===== config.mk =====
export PLATFORM = sky130hd
export DESIGN_NAME = csw_responder
export DESIGN_NICKNAME = d
export VERILOG_FILES = /design/src/csw_pin_ctr.v /design/src/csw_responder.v
export VERILOG_INCLUDE_DIRS = /design/src
export SDC_FILE = /design/constraint.sdc
export NUM_CORES = 1
export LEC_CHECK = 0
export BUFFER_PORTS_ARGS = -buffer_cell sky130_fd_sc_hd__buf_2
export CORE_MARGIN = 4
export CORE_UTILIZATION = 50
export CTS_BUF_LIST = sky130_fd_sc_hd__clkbuf_4 sky130_fd_sc_hd__clkbuf_8 sky130_fd_sc_hd__clkbuf_16
export DETAILED_ROUTE_END_ITERATION = 6
export PLACE_DENSITY = 0.78
export SLEW_MARGIN = 10
export SYNTH_ARGS = -nofsm -noshare
export SYNTH_HDL_FRONTEND = slang
export SYNTH_HIERARCHICAL = 1
export SYNTH_SLANG_ARGS = --single-unit

===== constraint.sdc =====
create_clock -name i_clk -period 3.9 [get_ports i_clk]
set_clock_uncertainty 0.15 [all_clocks]
set_input_delay 0.78 -clock i_clk [delete_from_list [all_inputs] [get_ports i_clk]]
set_output_delay 0.78 -clock i_clk [all_outputs]
set_load 0.01 [all_outputs]

===== src/csw_regs.vh =====
// constants of the card status word responder
`ifndef CSW_REGS_VH
`define CSW_REGS_VH

// instruction codes
`define CSW_INS_SELECT    8'ha4
`define CSW_INS_STATUS    8'hf2
`define CSW_INS_RD_BIN    8'hb0
`define CSW_INS_UPD_BIN   8'hd6
`define CSW_INS_RD_REC    8'hb2
`define CSW_INS_VERIFY    8'h20
`define CSW_INS_UNBLOCK   8'h2c
`define CSW_INS_GET_RESP  8'hc0
`define CSW_INS_ENVELOPE  8'hc2

// class byte fields
`define CSW_CLA_TYPE      7:4
`define CSW_CLA_SM        3:2
`define CSW_CLA_CHAN      1:0
`define CSW_CLA_INTER     4'h0
`define CSW_CLA_PROP      4'h8

// parameter fields
`define CSW_P1_SFI_BIT    7
`define CSW_P1_OFS_HI     6:0
`define CSW_REC_MODE      2:0
`define CSW_MODE_NEXT     3'h2
`define CSW_MODE_PREV     3'h3
`define CSW_MODE_ABS      3'h4
`define CSW_SEL_BY_FID    8'h00
`define CSW_SEL_BY_AID    8'h04
`define CSW_FID_LEN       8'h02
`define CSW_AID_MIN       8'h05
`define CSW_AID_MAX       8'h10

// pin retry counter
`define CSW_PIN_MAX       4'h3

// first and second status byte values
`define CSW_SW1_OK        8'h90
`define CSW_SW1_PROACT    8'h91
`define CSW_SW1_TK_BUSY   8'h93
`define CSW_SW1_WARN      8'h62
`define CSW_SW1_RETRY     8'h63
`define CSW_SW2_RETRY_HI  4'hc
`define CSW_SW2_NONE      8'h00

// full status words
`define CSW_SW_OK         16'h9000
`define CSW_SW_TK_BUSY    16'h9300
`define CSW_SW_WARN_NONE  16'h6200
`define CSW_SW_WARN_CORR  16'h6281
`define CSW_SW_WARN_EOF   16'h6282
`define CSW_SW_WARN_INVAL 16'h6283
`define CSW_SW_EXEC_KEEP  16'h6400
`define CSW_SW_EXEC_CHG   16'h6500
`define CSW_SW_EXEC_MEM   16'h6581
`define CSW_SW_WRONG_LEN  16'h6700
`define CSW_SW_NO_CHAN    16'h6881
`define CSW_SW_NO_SM      16'h6882
`define CSW_SW_STRUCT     16'h6981
`define CSW_SW_SECURITY   16'h6982
`define CSW_SW_BLOCKED    16'h6983
`define CSW_SW_NO_EF      16'h6986
`define CSW_SW_NOT_FOUND  16'h6a82
`define CSW_SW_NO_RECORD  16'h6a83
`define CSW_SW_BAD_P1P2   16'h6b00
`define CSW_SW_BAD_INS    16'h6d00
`define CSW_SW_BAD_CLA    16'h6e00
`define CSW_SW_TECH       16'h6f00

// completion condition codes from the data path
`define CSW_EX_OK         3'h0
`define CSW_EX_WARN_NONE  3'h1
`define CSW_EX_WARN_CORR  3'h2
`define CSW_EX_WARN_EOF   3'h3
`define CSW_EX_WARN_INVAL 3'h4
`define CSW_EX_KEEP       3'h5
`define CSW_EX_CHANGED    3'h6
`define CSW_EX_MEMORY     3'h7

`endif


===== src/csw_pin_ctr.v =====
// pin retry counter with blocking at zero
`timescale 1ns/100ps
`include "csw_regs.vh"

module csw_pin_ctr (
	input  wire       i_clk,
	input  wire       i_rst,
	input  wire       i_fail,
	input  wire       i_restore,
	output reg  [3:0] o_tries,
	output wire       o_blocked
);

	assign o_blocked = (o_tries == 4'h0);

	always @(posedge i_clk) begin
		if (i_rst) begin
			o_tries <= `CSW_PIN_MAX;
		end else if (i_restore) begin
			o_tries <= `CSW_PIN_MAX;
		// decrement on failure
		end else if (i_fail && !o_blocked) begin
			o_tries <= o_tries - 4'h1;
		end
	end

endmodule // csw_pin_ctr


===== src/csw_responder.v =====
// status word generation of the card command interpreter
`timescale 1ns/100ps
`include "csw_regs.vh"

// What this block does
// terminal frames: class, ins, p1, p2, data
// answer ends with two status bytes
// normal completion answers 90 00
// no elementary file selected: 69 86
// invalid read offset: 6B 00
// record beyond range: 6A 83
// binary read on record file: 69 81
// selection length mismatch: 67 00
// failed pin decrements, reports 63 CX
// blocked pin verification: 69 83
// undefined record mode: 6B 00
// unknown instruction: 6D 00
// no pending response data: 6F 00
// unsupported class byte: 6E 00
// nonzero logical channel: 68 81
// secure messaging requested: 68 82
// unknown file identifier: 6A 82
// write access not granted: 69 82
// pending proactive command: 91 length; successful verify, unblock and get response still answer 90 00
// toolkit busy: 93 00, others proceed
// warnings use first byte 62
// execution errors 64 00, 65 00/81
// generic 00 for 67 and 6F
// class, ins, params, file: first wins; binary read and update check the file before the offset

module csw_responder (
	input  wire        i_clk,
	input  wire        i_rst,
	input  wire        i_cmd_valid,
	input  wire [7:0]  i_cla,
	input  wire [7:0]  i_ins,
	input  wire [7:0]  i_p1,
	input  wire [7:0]  i_p2,
	input  wire        i_lc_present,
	input  wire [7:0]  i_lc,
	input  wire        i_ef_selected,
	input  wire        i_ef_is_record,
	input  wire [15:0] i_ef_size,
	input  wire [7:0]  i_rec_count,
	input  wire        i_file_found,
	input  wire        i_write_allowed,
	input  wire        i_pin_match,
	input  wire        i_resp_pending,
	input  wire        i_proact_pending,
	input  wire [7:0]  i_proact_len,
	input  wire        i_toolkit_busy,
	input  wire [2:0]  i_exec_cond,
	input  wire        i_sw_ready,
	output wire        o_cmd_ready,
	output wire        o_sw_valid,
	output reg  [7:0]  o_sw_byte,
	output wire        o_sw_last,
	output reg  [7:0]  o_sw1,
	output reg  [7:0]  o_sw2,
	output reg  [7:0]  o_rec_ptr,
	output wire [3:0]  o_pin_tries,
	output wire        o_pin_blocked
);

	// answer sequencer states
	localparam [1:0] ST_IDLE   = 2'b00;
	localparam [1:0] ST_FIRST  = 2'b01;
	localparam [1:0] ST_SECOND = 2'b10;

	reg  [1:0]  state;
	reg  [1:0]  next_state;
	reg  [15:0] next_sw;
	reg  [7:0]  next_ptr;
	reg         pin_fail;
	reg         pin_restore;
	wire        take;
	wire [15:0] offset;

	////////////////////////////////////////////////////////////////////////
	// completion code mapping

	// data path condition to word
	function [15:0] csw_complete;
		input [2:0] cond;
		begin
			case (cond)
				`CSW_EX_WARN_NONE:  csw_complete = `CSW_SW_WARN_NONE;
				`CSW_EX_WARN_CORR:  csw_complete = `CSW_SW_WARN_CORR;
				`CSW_EX_WARN_EOF:   csw_complete = `CSW_SW_WARN_EOF;
				`CSW_EX_WARN_INVAL: csw_complete = `CSW_SW_WARN_INVAL;
				`CSW_EX_KEEP:       csw_complete = `CSW_SW_EXEC_KEEP;
				`CSW_EX_CHANGED:    csw_complete = `CSW_SW_EXEC_CHG;
				`CSW_EX_MEMORY:     csw_complete = `CSW_SW_EXEC_MEM;
				// normal ending
				default:            csw_complete = `CSW_SW_OK;
			endcase
		end
	endfunction

	// proactive length replaces the plain ok
	function [15:0] csw_ok_word;
		input [2:0] cond;
		input       proact;
		input [7:0] plen;
		begin
			if (cond == `CSW_EX_OK && proact) begin
				csw_ok_word = {`CSW_SW1_PROACT, plen};
			end else begin
				csw_ok_word = csw_complete(cond);
			end
		end
	endfunction

	// only next, previous and absolute are defined
	function csw_rec_mode_ok;
		input [2:0] mode;
		begin
			case (mode)
				`CSW_MODE_NEXT, `CSW_MODE_PREV, `CSW_MODE_ABS: csw_rec_mode_ok = 1'b1;
				default: csw_rec_mode_ok = 1'b0;
			endcase
		end
	endfunction

	////////////////////////////////////////////////////////////////////////
	// command acceptance

	// new commands wait until both status bytes are out
	assign o_cmd_ready = (state == ST_IDLE);
	assign take        = i_cmd_valid && o_cmd_ready;
	assign offset      = {1'b0, i_p1[`CSW_P1_OFS_HI], i_p2};

	////////////////////////////////////////////////////////////////////////
	// status decision

	always @* begin
		next_sw     = `CSW_SW_OK;
		next_ptr    = o_rec_ptr;
		pin_fail    = 1'b0;
		pin_restore = 1'b0;
		// class checks come first
		// only inter-industry or proprietary class
		if (i_cla[`CSW_CLA_TYPE] != `CSW_CLA_INTER &&
		    i_cla[`CSW_CLA_TYPE] != `CSW_CLA_PROP) begin
			next_sw = `CSW_SW_BAD_CLA;
		// only the basic channel exists
		end else if (i_cla[`CSW_CLA_CHAN] != 2'h0) begin
			next_sw = `CSW_SW_NO_CHAN;
		// no secure messaging
		end else if (i_cla[`CSW_CLA_SM] != 2'h0) begin
			next_sw = `CSW_SW_NO_SM;
		end else begin
			case (i_ins)
				`CSW_INS_SELECT: begin
					// length must fit the selection method
					if (i_p1 == `CSW_SEL_BY_FID && i_lc_present &&
					    i_lc != `CSW_FID_LEN) begin
						next_sw = `CSW_SW_WRONG_LEN;
					end else if (i_p1 == `CSW_SEL_BY_AID &&
					    (i_lc < `CSW_AID_MIN || i_lc > `CSW_AID_MAX)) begin
						next_sw = `CSW_SW_WRONG_LEN;
					end else if (i_p1 != `CSW_SEL_BY_FID &&
					    i_p1 != `CSW_SEL_BY_AID) begin
						next_sw = `CSW_SW_BAD_P1P2;
					// unknown identifier
					end else if (i_lc_present && !i_file_found) begin
						next_sw = `CSW_SW_NOT_FOUND;
					end else begin
						// record pointer undefined after selection
						next_ptr = 8'h00;
						next_sw  = csw_ok_word(i_exec_cond,
						    i_proact_pending, i_proact_len);
					end
				end
				`CSW_INS_RD_BIN, `CSW_INS_UPD_BIN: begin
					// plain read needs a selected file
					if (!i_p1[`CSW_P1_SFI_BIT] && !i_ef_selected) begin
						next_sw = `CSW_SW_NO_EF;
					// binary access on record file
					end else if (i_ef_is_record) begin
						next_sw = `CSW_SW_STRUCT;
					// offset past the end of file
					end else if (!i_p1[`CSW_P1_SFI_BIT] &&
					    offset >= i_ef_size) begin
						next_sw = `CSW_SW_BAD_P1P2;
					// write access condition
					end else if (i_ins == `CSW_INS_UPD_BIN &&
					    !i_write_allowed) begin
						next_sw = `CSW_SW_SECURITY;
					end else begin
						next_sw = csw_ok_word(i_exec_cond,
						    i_proact_pending, i_proact_len);
					end
				end
				`CSW_INS_RD_REC: begin
					// a bad mode is a parameter fault, ahead of file state
					if (!csw_rec_mode_ok(i_p2[`CSW_REC_MODE])) begin
						next_sw = `CSW_SW_BAD_P1P2;
					// record read needs a selected file
					end else if (!i_ef_selected) begin
						next_sw = `CSW_SW_NO_EF;
					end else begin
						case (i_p2[`CSW_REC_MODE])
							// next beyond last record
							`CSW_MODE_NEXT: begin
								if (o_rec_ptr >= i_rec_count) begin
									next_sw = `CSW_SW_NO_RECORD;
								end else begin
									next_ptr = o_rec_ptr + 8'h01;
								end
							end
							// previous before first record
							`CSW_MODE_PREV: begin
								if (o_rec_ptr == 8'h01 || i_rec_count == 8'h00) begin
									next_sw = `CSW_SW_NO_RECORD;
								end else if (o_rec_ptr == 8'h00) begin
									next_ptr = i_rec_count;
								end else begin
									next_ptr = o_rec_ptr - 8'h01;
								end
							end
							`CSW_MODE_ABS: begin
								if ((i_p1 == 8'h00 && o_rec_ptr == 8'h00) ||
								    i_p1 > i_rec_count) begin
									next_sw = `CSW_SW_NO_RECORD;
								end
							end
							// undefined record mode
							default: next_sw = `CSW_SW_BAD_P1P2;
						endcase
						if (next_sw == `CSW_SW_OK) begin
							next_sw = csw_ok_word(i_exec_cond,
							    i_proact_pending, i_proact_len);
						end
					end
				end
				`CSW_INS_VERIFY: begin
					// blocked method refuses
					if (o_pin_blocked) begin
						next_sw = `CSW_SW_BLOCKED;
					// correct pin restores the counter
					end else if (i_pin_match) begin
						pin_restore = 1'b1;
						next_sw     = `CSW_SW_OK;
					// report tries left after this failure
					end else begin
						pin_fail = 1'b1;
						next_sw  = {`CSW_SW1_RETRY, `CSW_SW2_RETRY_HI,
						    o_pin_tries - 4'h1};
					end
				end
				`CSW_INS_UNBLOCK: begin
					if (i_pin_match) begin
						pin_restore = 1'b1;
					end else begin
						next_sw = `CSW_SW_SECURITY;
					end
				end
				`CSW_INS_GET_RESP: begin
					// generic second byte only
					if (!i_resp_pending) begin
						next_sw = `CSW_SW_TECH;
					end
				end
				`CSW_INS_ENVELOPE: begin
					// busy toolkit; other commands unaffected
					if (i_toolkit_busy) begin
						next_sw = `CSW_SW_TK_BUSY;
					end else begin
						next_sw = csw_ok_word(i_exec_cond,
						    i_proact_pending, i_proact_len);
					end
				end
				`CSW_INS_STATUS: begin
					next_sw = csw_ok_word(i_exec_cond,
					    i_proact_pending, i_proact_len);
				end
				// unsupported instruction
				default: next_sw = `CSW_SW_BAD_INS;
			endcase
		end
	end

	////////////////////////////////////////////////////////////////////////
	// pin counter

	csw_pin_ctr u_pin (
		.i_clk     (i_clk),
		.i_rst     (i_rst),
		.i_fail    (take && pin_fail),
		.i_restore (take && pin_restore),
		.o_tries   (o_pin_tries),
		.o_blocked (o_pin_blocked)
	);

	////////////////////////////////////////////////////////////////////////
	// answer sequencer

	assign o_sw_valid = (state != ST_IDLE);
	assign o_sw_last  = (state == ST_SECOND);

	// a byte moves on only when the consumer takes it
	always @* begin
		next_state = state;
		case (state)
			ST_IDLE: begin
				if (take) begin
					next_state = ST_FIRST;
				end
			end
			ST_FIRST: begin
				if (i_sw_ready) begin
					next_state = ST_SECOND;
				end
			end
			ST_SECOND: begin
				if (i_sw_ready) begin
					next_state = ST_IDLE;
				end
			end
			default: next_state = ST_IDLE;
		endcase
	end

	// first byte, then second byte
	always @(posedge i_clk) begin
		if (i_rst) begin
			state     <= ST_IDLE;
			o_sw_byte <= 8'h00;
			o_sw1     <= 8'h00;
			o_sw2     <= 8'h00;
			o_rec_ptr <= 8'h00;
		end else begin
			state <= next_state;
			// sw1/sw2 stand until the next take
			if (take) begin
				o_sw1     <= next_sw[15:8];
				o_sw2     <= next_sw[7:0];
				o_sw_byte <= next_sw[15:8];
				o_rec_ptr <= next_ptr;
			end else if (state == ST_FIRST && i_sw_ready) begin
				o_sw_byte <= o_sw2;
			end
		end
	end

endmodule // csw_responder


==> metrics.md <==
| Metric | Value |
|---|---|
| Status | `completed` |
| Layout overhead on the synthesized area | `20.38%` |
| Core box area | `0.007370 mm2` |
| Final layout net count | `773` |
| Gp weighted congestion | `just under 1` |
| Number of max-cap violations | `0` |
| Total power | `0.0009158 W` |
| Number of setup violations in the final report | `0` |
| Hpwl dp | `about 10 mm` |
| Fill cells | `approximately 700` |
| Number of vias in the routed layout | `around 4500` |
| CTS root buf | `sky130_fd_sc_hd__clkbuf_8` |
| #FFs+latches synth | `36` |
| Int Pwr | `approximately 0.00062 W` |
| Number of iterations in the first detailed-routing pass | `5` |
| Cells traversed along the worst timing path | `buf_2 > inv_1 > ha_1 > nor2b_1 > o211ai_1 > a211oi_1 > or4b_4 > a211oi_2 > a21oi_1 > a2111oi_4 > a22o_1` |
| WL/cell | `16.54 um` |
| Sequential share of the synthesized area | `18.76%` |
| Inserted Diodes | `0` |
| Category of the critical setup timing path | `in2reg` |
| Total number of clock tree sinks | `36` |
| Proportion of power drawn by combinational gates | `between 20% and 30%` |
| Count of input and output buffers | `between 100 and 150` |
| Global-route wire length before repair | `19.76 mm` |
| Fraction of power consumed by the clock network | `28.6%` |
| RSZ-0062 raised after global routing | `no` |
| Avg Cell Area, Syn | `7.264 um2` |
| Clock-pin slew on the worst setup and hold paths | `around 70 ps` |
| Post-synth ARST share | `0%` |
| Main area contributors after synthesis | `sky130_fd_sc_hd__dfxtp_1 19%, sky130_fd_sc_hd__ha_1 12%, sky130_fd_sc_hd__nor2_1 6.8%` |
| Final total negative setup slack | `0 ps` |
| Switching power as a share of total power | `32.32%` |
| GR Util All Layers | `26.96%` |
| Pin count of the biggest net entering global routing | `35` |
| DRC violations left | `0` |
| Top-count cell post-synth | `sky130_fd_sc_hd__nor2_1` |
| Total CTS buffers | `5` |
| Via-per-instance ratio | `6.020` |
| Cell family contributing the most delay on the critical path | `compound AO/OA/AOI/OAI gates` |
| Type of the most critical hold path | `reg2reg` |
| Arrival time reported for the critical path endpoint | `3310 ps` |
| Top post-synthesis cells by count | `70 x sky130_fd_sc_hd__nor2_1, 42 x sky130_fd_sc_hd__nand2_1, 40 x sky130_fd_sc_hd__a21oi_1` |
| Power share of the sequential group | `42.5%` |
| Final Cycle Share | `82.95%` |
| Top-level I/O count | `128` |
| Maximum clock path buffer count | `2` |
| Cell Area, Synth | `0.003842 mm2` |
| Largest fanout on the critical path | `4` |
| Worst slew pin tran | `788.7 ps` |
| Count of hold-fix buffers inserted at cts | `0` |
| Top achievable clock speed | `309.1 MHz` |
| Total wire length | `between 10 and 15 mm` |
| XOR/XNOR Fraction of Synth Area | `1.596%` |
| Commonest register cell after synthesis | `sky130_fd_sc_hd__dfxtp_1` |
| Sw power | `0.0002959 W` |
| Endpoint required time on the critical path | `3980 ps` |
| Post-layout min period | `3235 ps` |
| Leakage power summed over all cells | `2.236 nW` |
| Compound-Gate Fraction of Synth Area | `between 20 and 30%` |
| Utilization of the core after routing | `62.77%` |
| Crit path max-delay cell type | `sky130_fd_sc_hd__or4b_4` |
| Mux share of post-synthesis cell area | `under 10%` |
| Largest family of logic cells by synthesized area | `simple AND/OR/NAND/NOR gates` |
| Overflow left after global routing | `0` |
| Vias in the first global route | `around 4200` |
| Total number of H-tree levels | `2` |
| Synth area leader | `sky130_fd_sc_hd__dfxtp_1` |
| Number of library cell types mapped by synthesis | `77` |
| Synthesized netlist cell count | `529` |
| Fraction of final layout cells sized beyond drive strength 1 | `23.77%` |
| DRC marker count from the first detailed-route iteration | `286` |
| Skew-Pair Late Insertion Delay | `290 ps` |
| Max-slew violation count | `0` |
| Power density over the cells | `198.0 mW/mm2` |
| Post-Syn Nets | `654` |
| Clock tree from TritonCTS | `done` |
| VDD IR-drop max | `180.1 uV` |
| Warnings, synthesis | `6` |
| Die ar. | `0.009152 mm2` |
| Setup Fix Bufs, Post-CTS | `0` |
| Starting utilization of the core area | `52.14%` |
| Count of buffering cells on the critical path with inverters included | `2` |
| Endpoint class of the critical path | `flip-flop` |
| Post-DRT Antenna Nets | `0` |
| Synthesized-area fraction occupied by and/or/nand/nor cells | `between 30 and 40%` |
| Peak per-stage delay on the critical path | `540 ps` |
| Die boundary width | `95.67 um` |
| Synth Area in Adders | `between 10% and 20%` |
| Share of the synthesized area in the top cell type | `18.76%` |
| Number of synthesized flops with an enable pin | `0` |
| Final Hold Fails | `0` |
| # rows | `31` |
| Number of antenna violations at the first check in global routing | `0` |
| Critical Path Start Type | `input port` |
| Gates resized, CTS repair | `0` |
| Vertical die dimension | `about 96 um` |
| Headroom to the max-slew limit | `~47%` |
flip-flops by register name, indices dropped and copies added, names as in the netlist:
register,flops
o_sw2,8
o_rec_ptr,8
o_sw_byte,8
o_sw1,6
state,2
u_pin/o_tries,4
through the flow:
stage	setup WS [ps]	instances	cell area [um2]	hold slack, ps
6_report	665.0	747	4626	320.0
5_1_grt	302.8	747	4626	346.4
4_1_cts	680.1	747	4626	324.4
3_5_place_dp	403.4	740	4544	308.9
3_3_place_gp	451.9	740	4544	307.8
2_1_floorplan	841.3	529	3842	330.5
area by class of cell:
| type | instances | area [um2] | share of cell area [%] |
|---|---|---|---|
| Multi-Input combinational cell | 435 | 2882 | 62.29 |
| Sequential cell | 36 | 720.7 | 15.58 |
| Timing Repair Buffer | 132 | 675.6 | 14.61 |
| Clock buffer | 6 | 76.32 | 1.650 |
| Tap cell | 99 | 123.9 | 2.678 |
| Clock inverter | 1 | 5.005 | 0.1082 |
| Inverter | 38 | 142.6 | 3.084 |
worst reg2reg max path, cell delays in order (launching register included):
cell and delay [ps]:
sky130_fd_sc_hd__dfxtp_1 520, sky130_fd_sc_hd__inv_1 160, sky130_fd_sc_hd__ha_1 290, sky130_fd_sc_hd__nor2b_1 130, sky130_fd_sc_hd__o21ai_0 90, sky130_fd_sc_hd__a221oi_1 410, sky130_fd_sc_hd__o21ai_2 180, sky130_fd_sc_hd__o21ai_0 160
sky130_fd_sc_hd__and4_1 550, sky130_fd_sc_hd__a21oi_1 130, sky130_fd_sc_hd__a311oi_1 280
path summary, 6_finish.rpt:
kind / from / endpoint / slack [ps] / cells after the start
worst min register to register: o_sw1[0] / o_sw1[0] / 320 / 2
worst max-delay path: i_rec_count[1] / o_sw2[4] / 670 / 11
worst min-delay path: o_sw1[0] / o_sw1[0] / 320 / 2
worst max register to register: o_rec_ptr[0] / o_rec_ptr[0] / 750 / 10
power groups by stage:
stage	registers [W]	logic, W	clock network [W]
6_report	0.000389	0.000265	0.000262
5_1_grt	0.000390	0.000298	0.000282
4_1_cts	0.000389	0.000263	0.000263
3_5_place_dp	0.000397	0.000262	0
3_3_place_gp	0.000397	0.000252	0
2_1_floorplan	0.000401	0.000144	0
logic make-up after synthesis:
family,after synthesis
and+or+nand+nor,224
adders and majority gates,37
muxes,7
AOI/OAI and AO/OA,160
DFF,36
buffers and inverters,58
xor gates and xnor gates,7
routing by layer:
layer | GRT usage, % | wire length [um] | vias to the layer above
met2 | 48.64 | 6304 | 173
met1 | 33.41 | 5039 | 2092
li1 | - | - | 2210
met3 | 4.183 | 846 | 22
met4 | 6.161 | 167 | 0
met5 | 0 | 0 | -
cells in the final DEF (no fill, tap or decap), drive strengths merged, types with 5 or more instances in the layout:
master / synthesis / layout
nor2b: 8 / 8
ha: 37 / 37
mux2i: 7 / 7
nor4: 7 / 7
dfxtp: 36 / 36
buf: 7 / 132
a21oi: 41 / 41
nand3: 18 / 18
and3: 5 / 5
nand2: 42 / 42
clkbuf: 13 / 6
inv: 38 / 38
a311oi: 9 / 9
nor2: 70 / 70
and2: 7 / 7
or3: 8 / 8
nand4: 8 / 8
o31ai: 5 / 5
o211ai: 5 / 5
nor3: 18 / 18
o21ai: 33 / 33
a211oi: 8 / 8
a21o: 8 / 8
No activity file was read; power rests on OpenSTA's default activity.
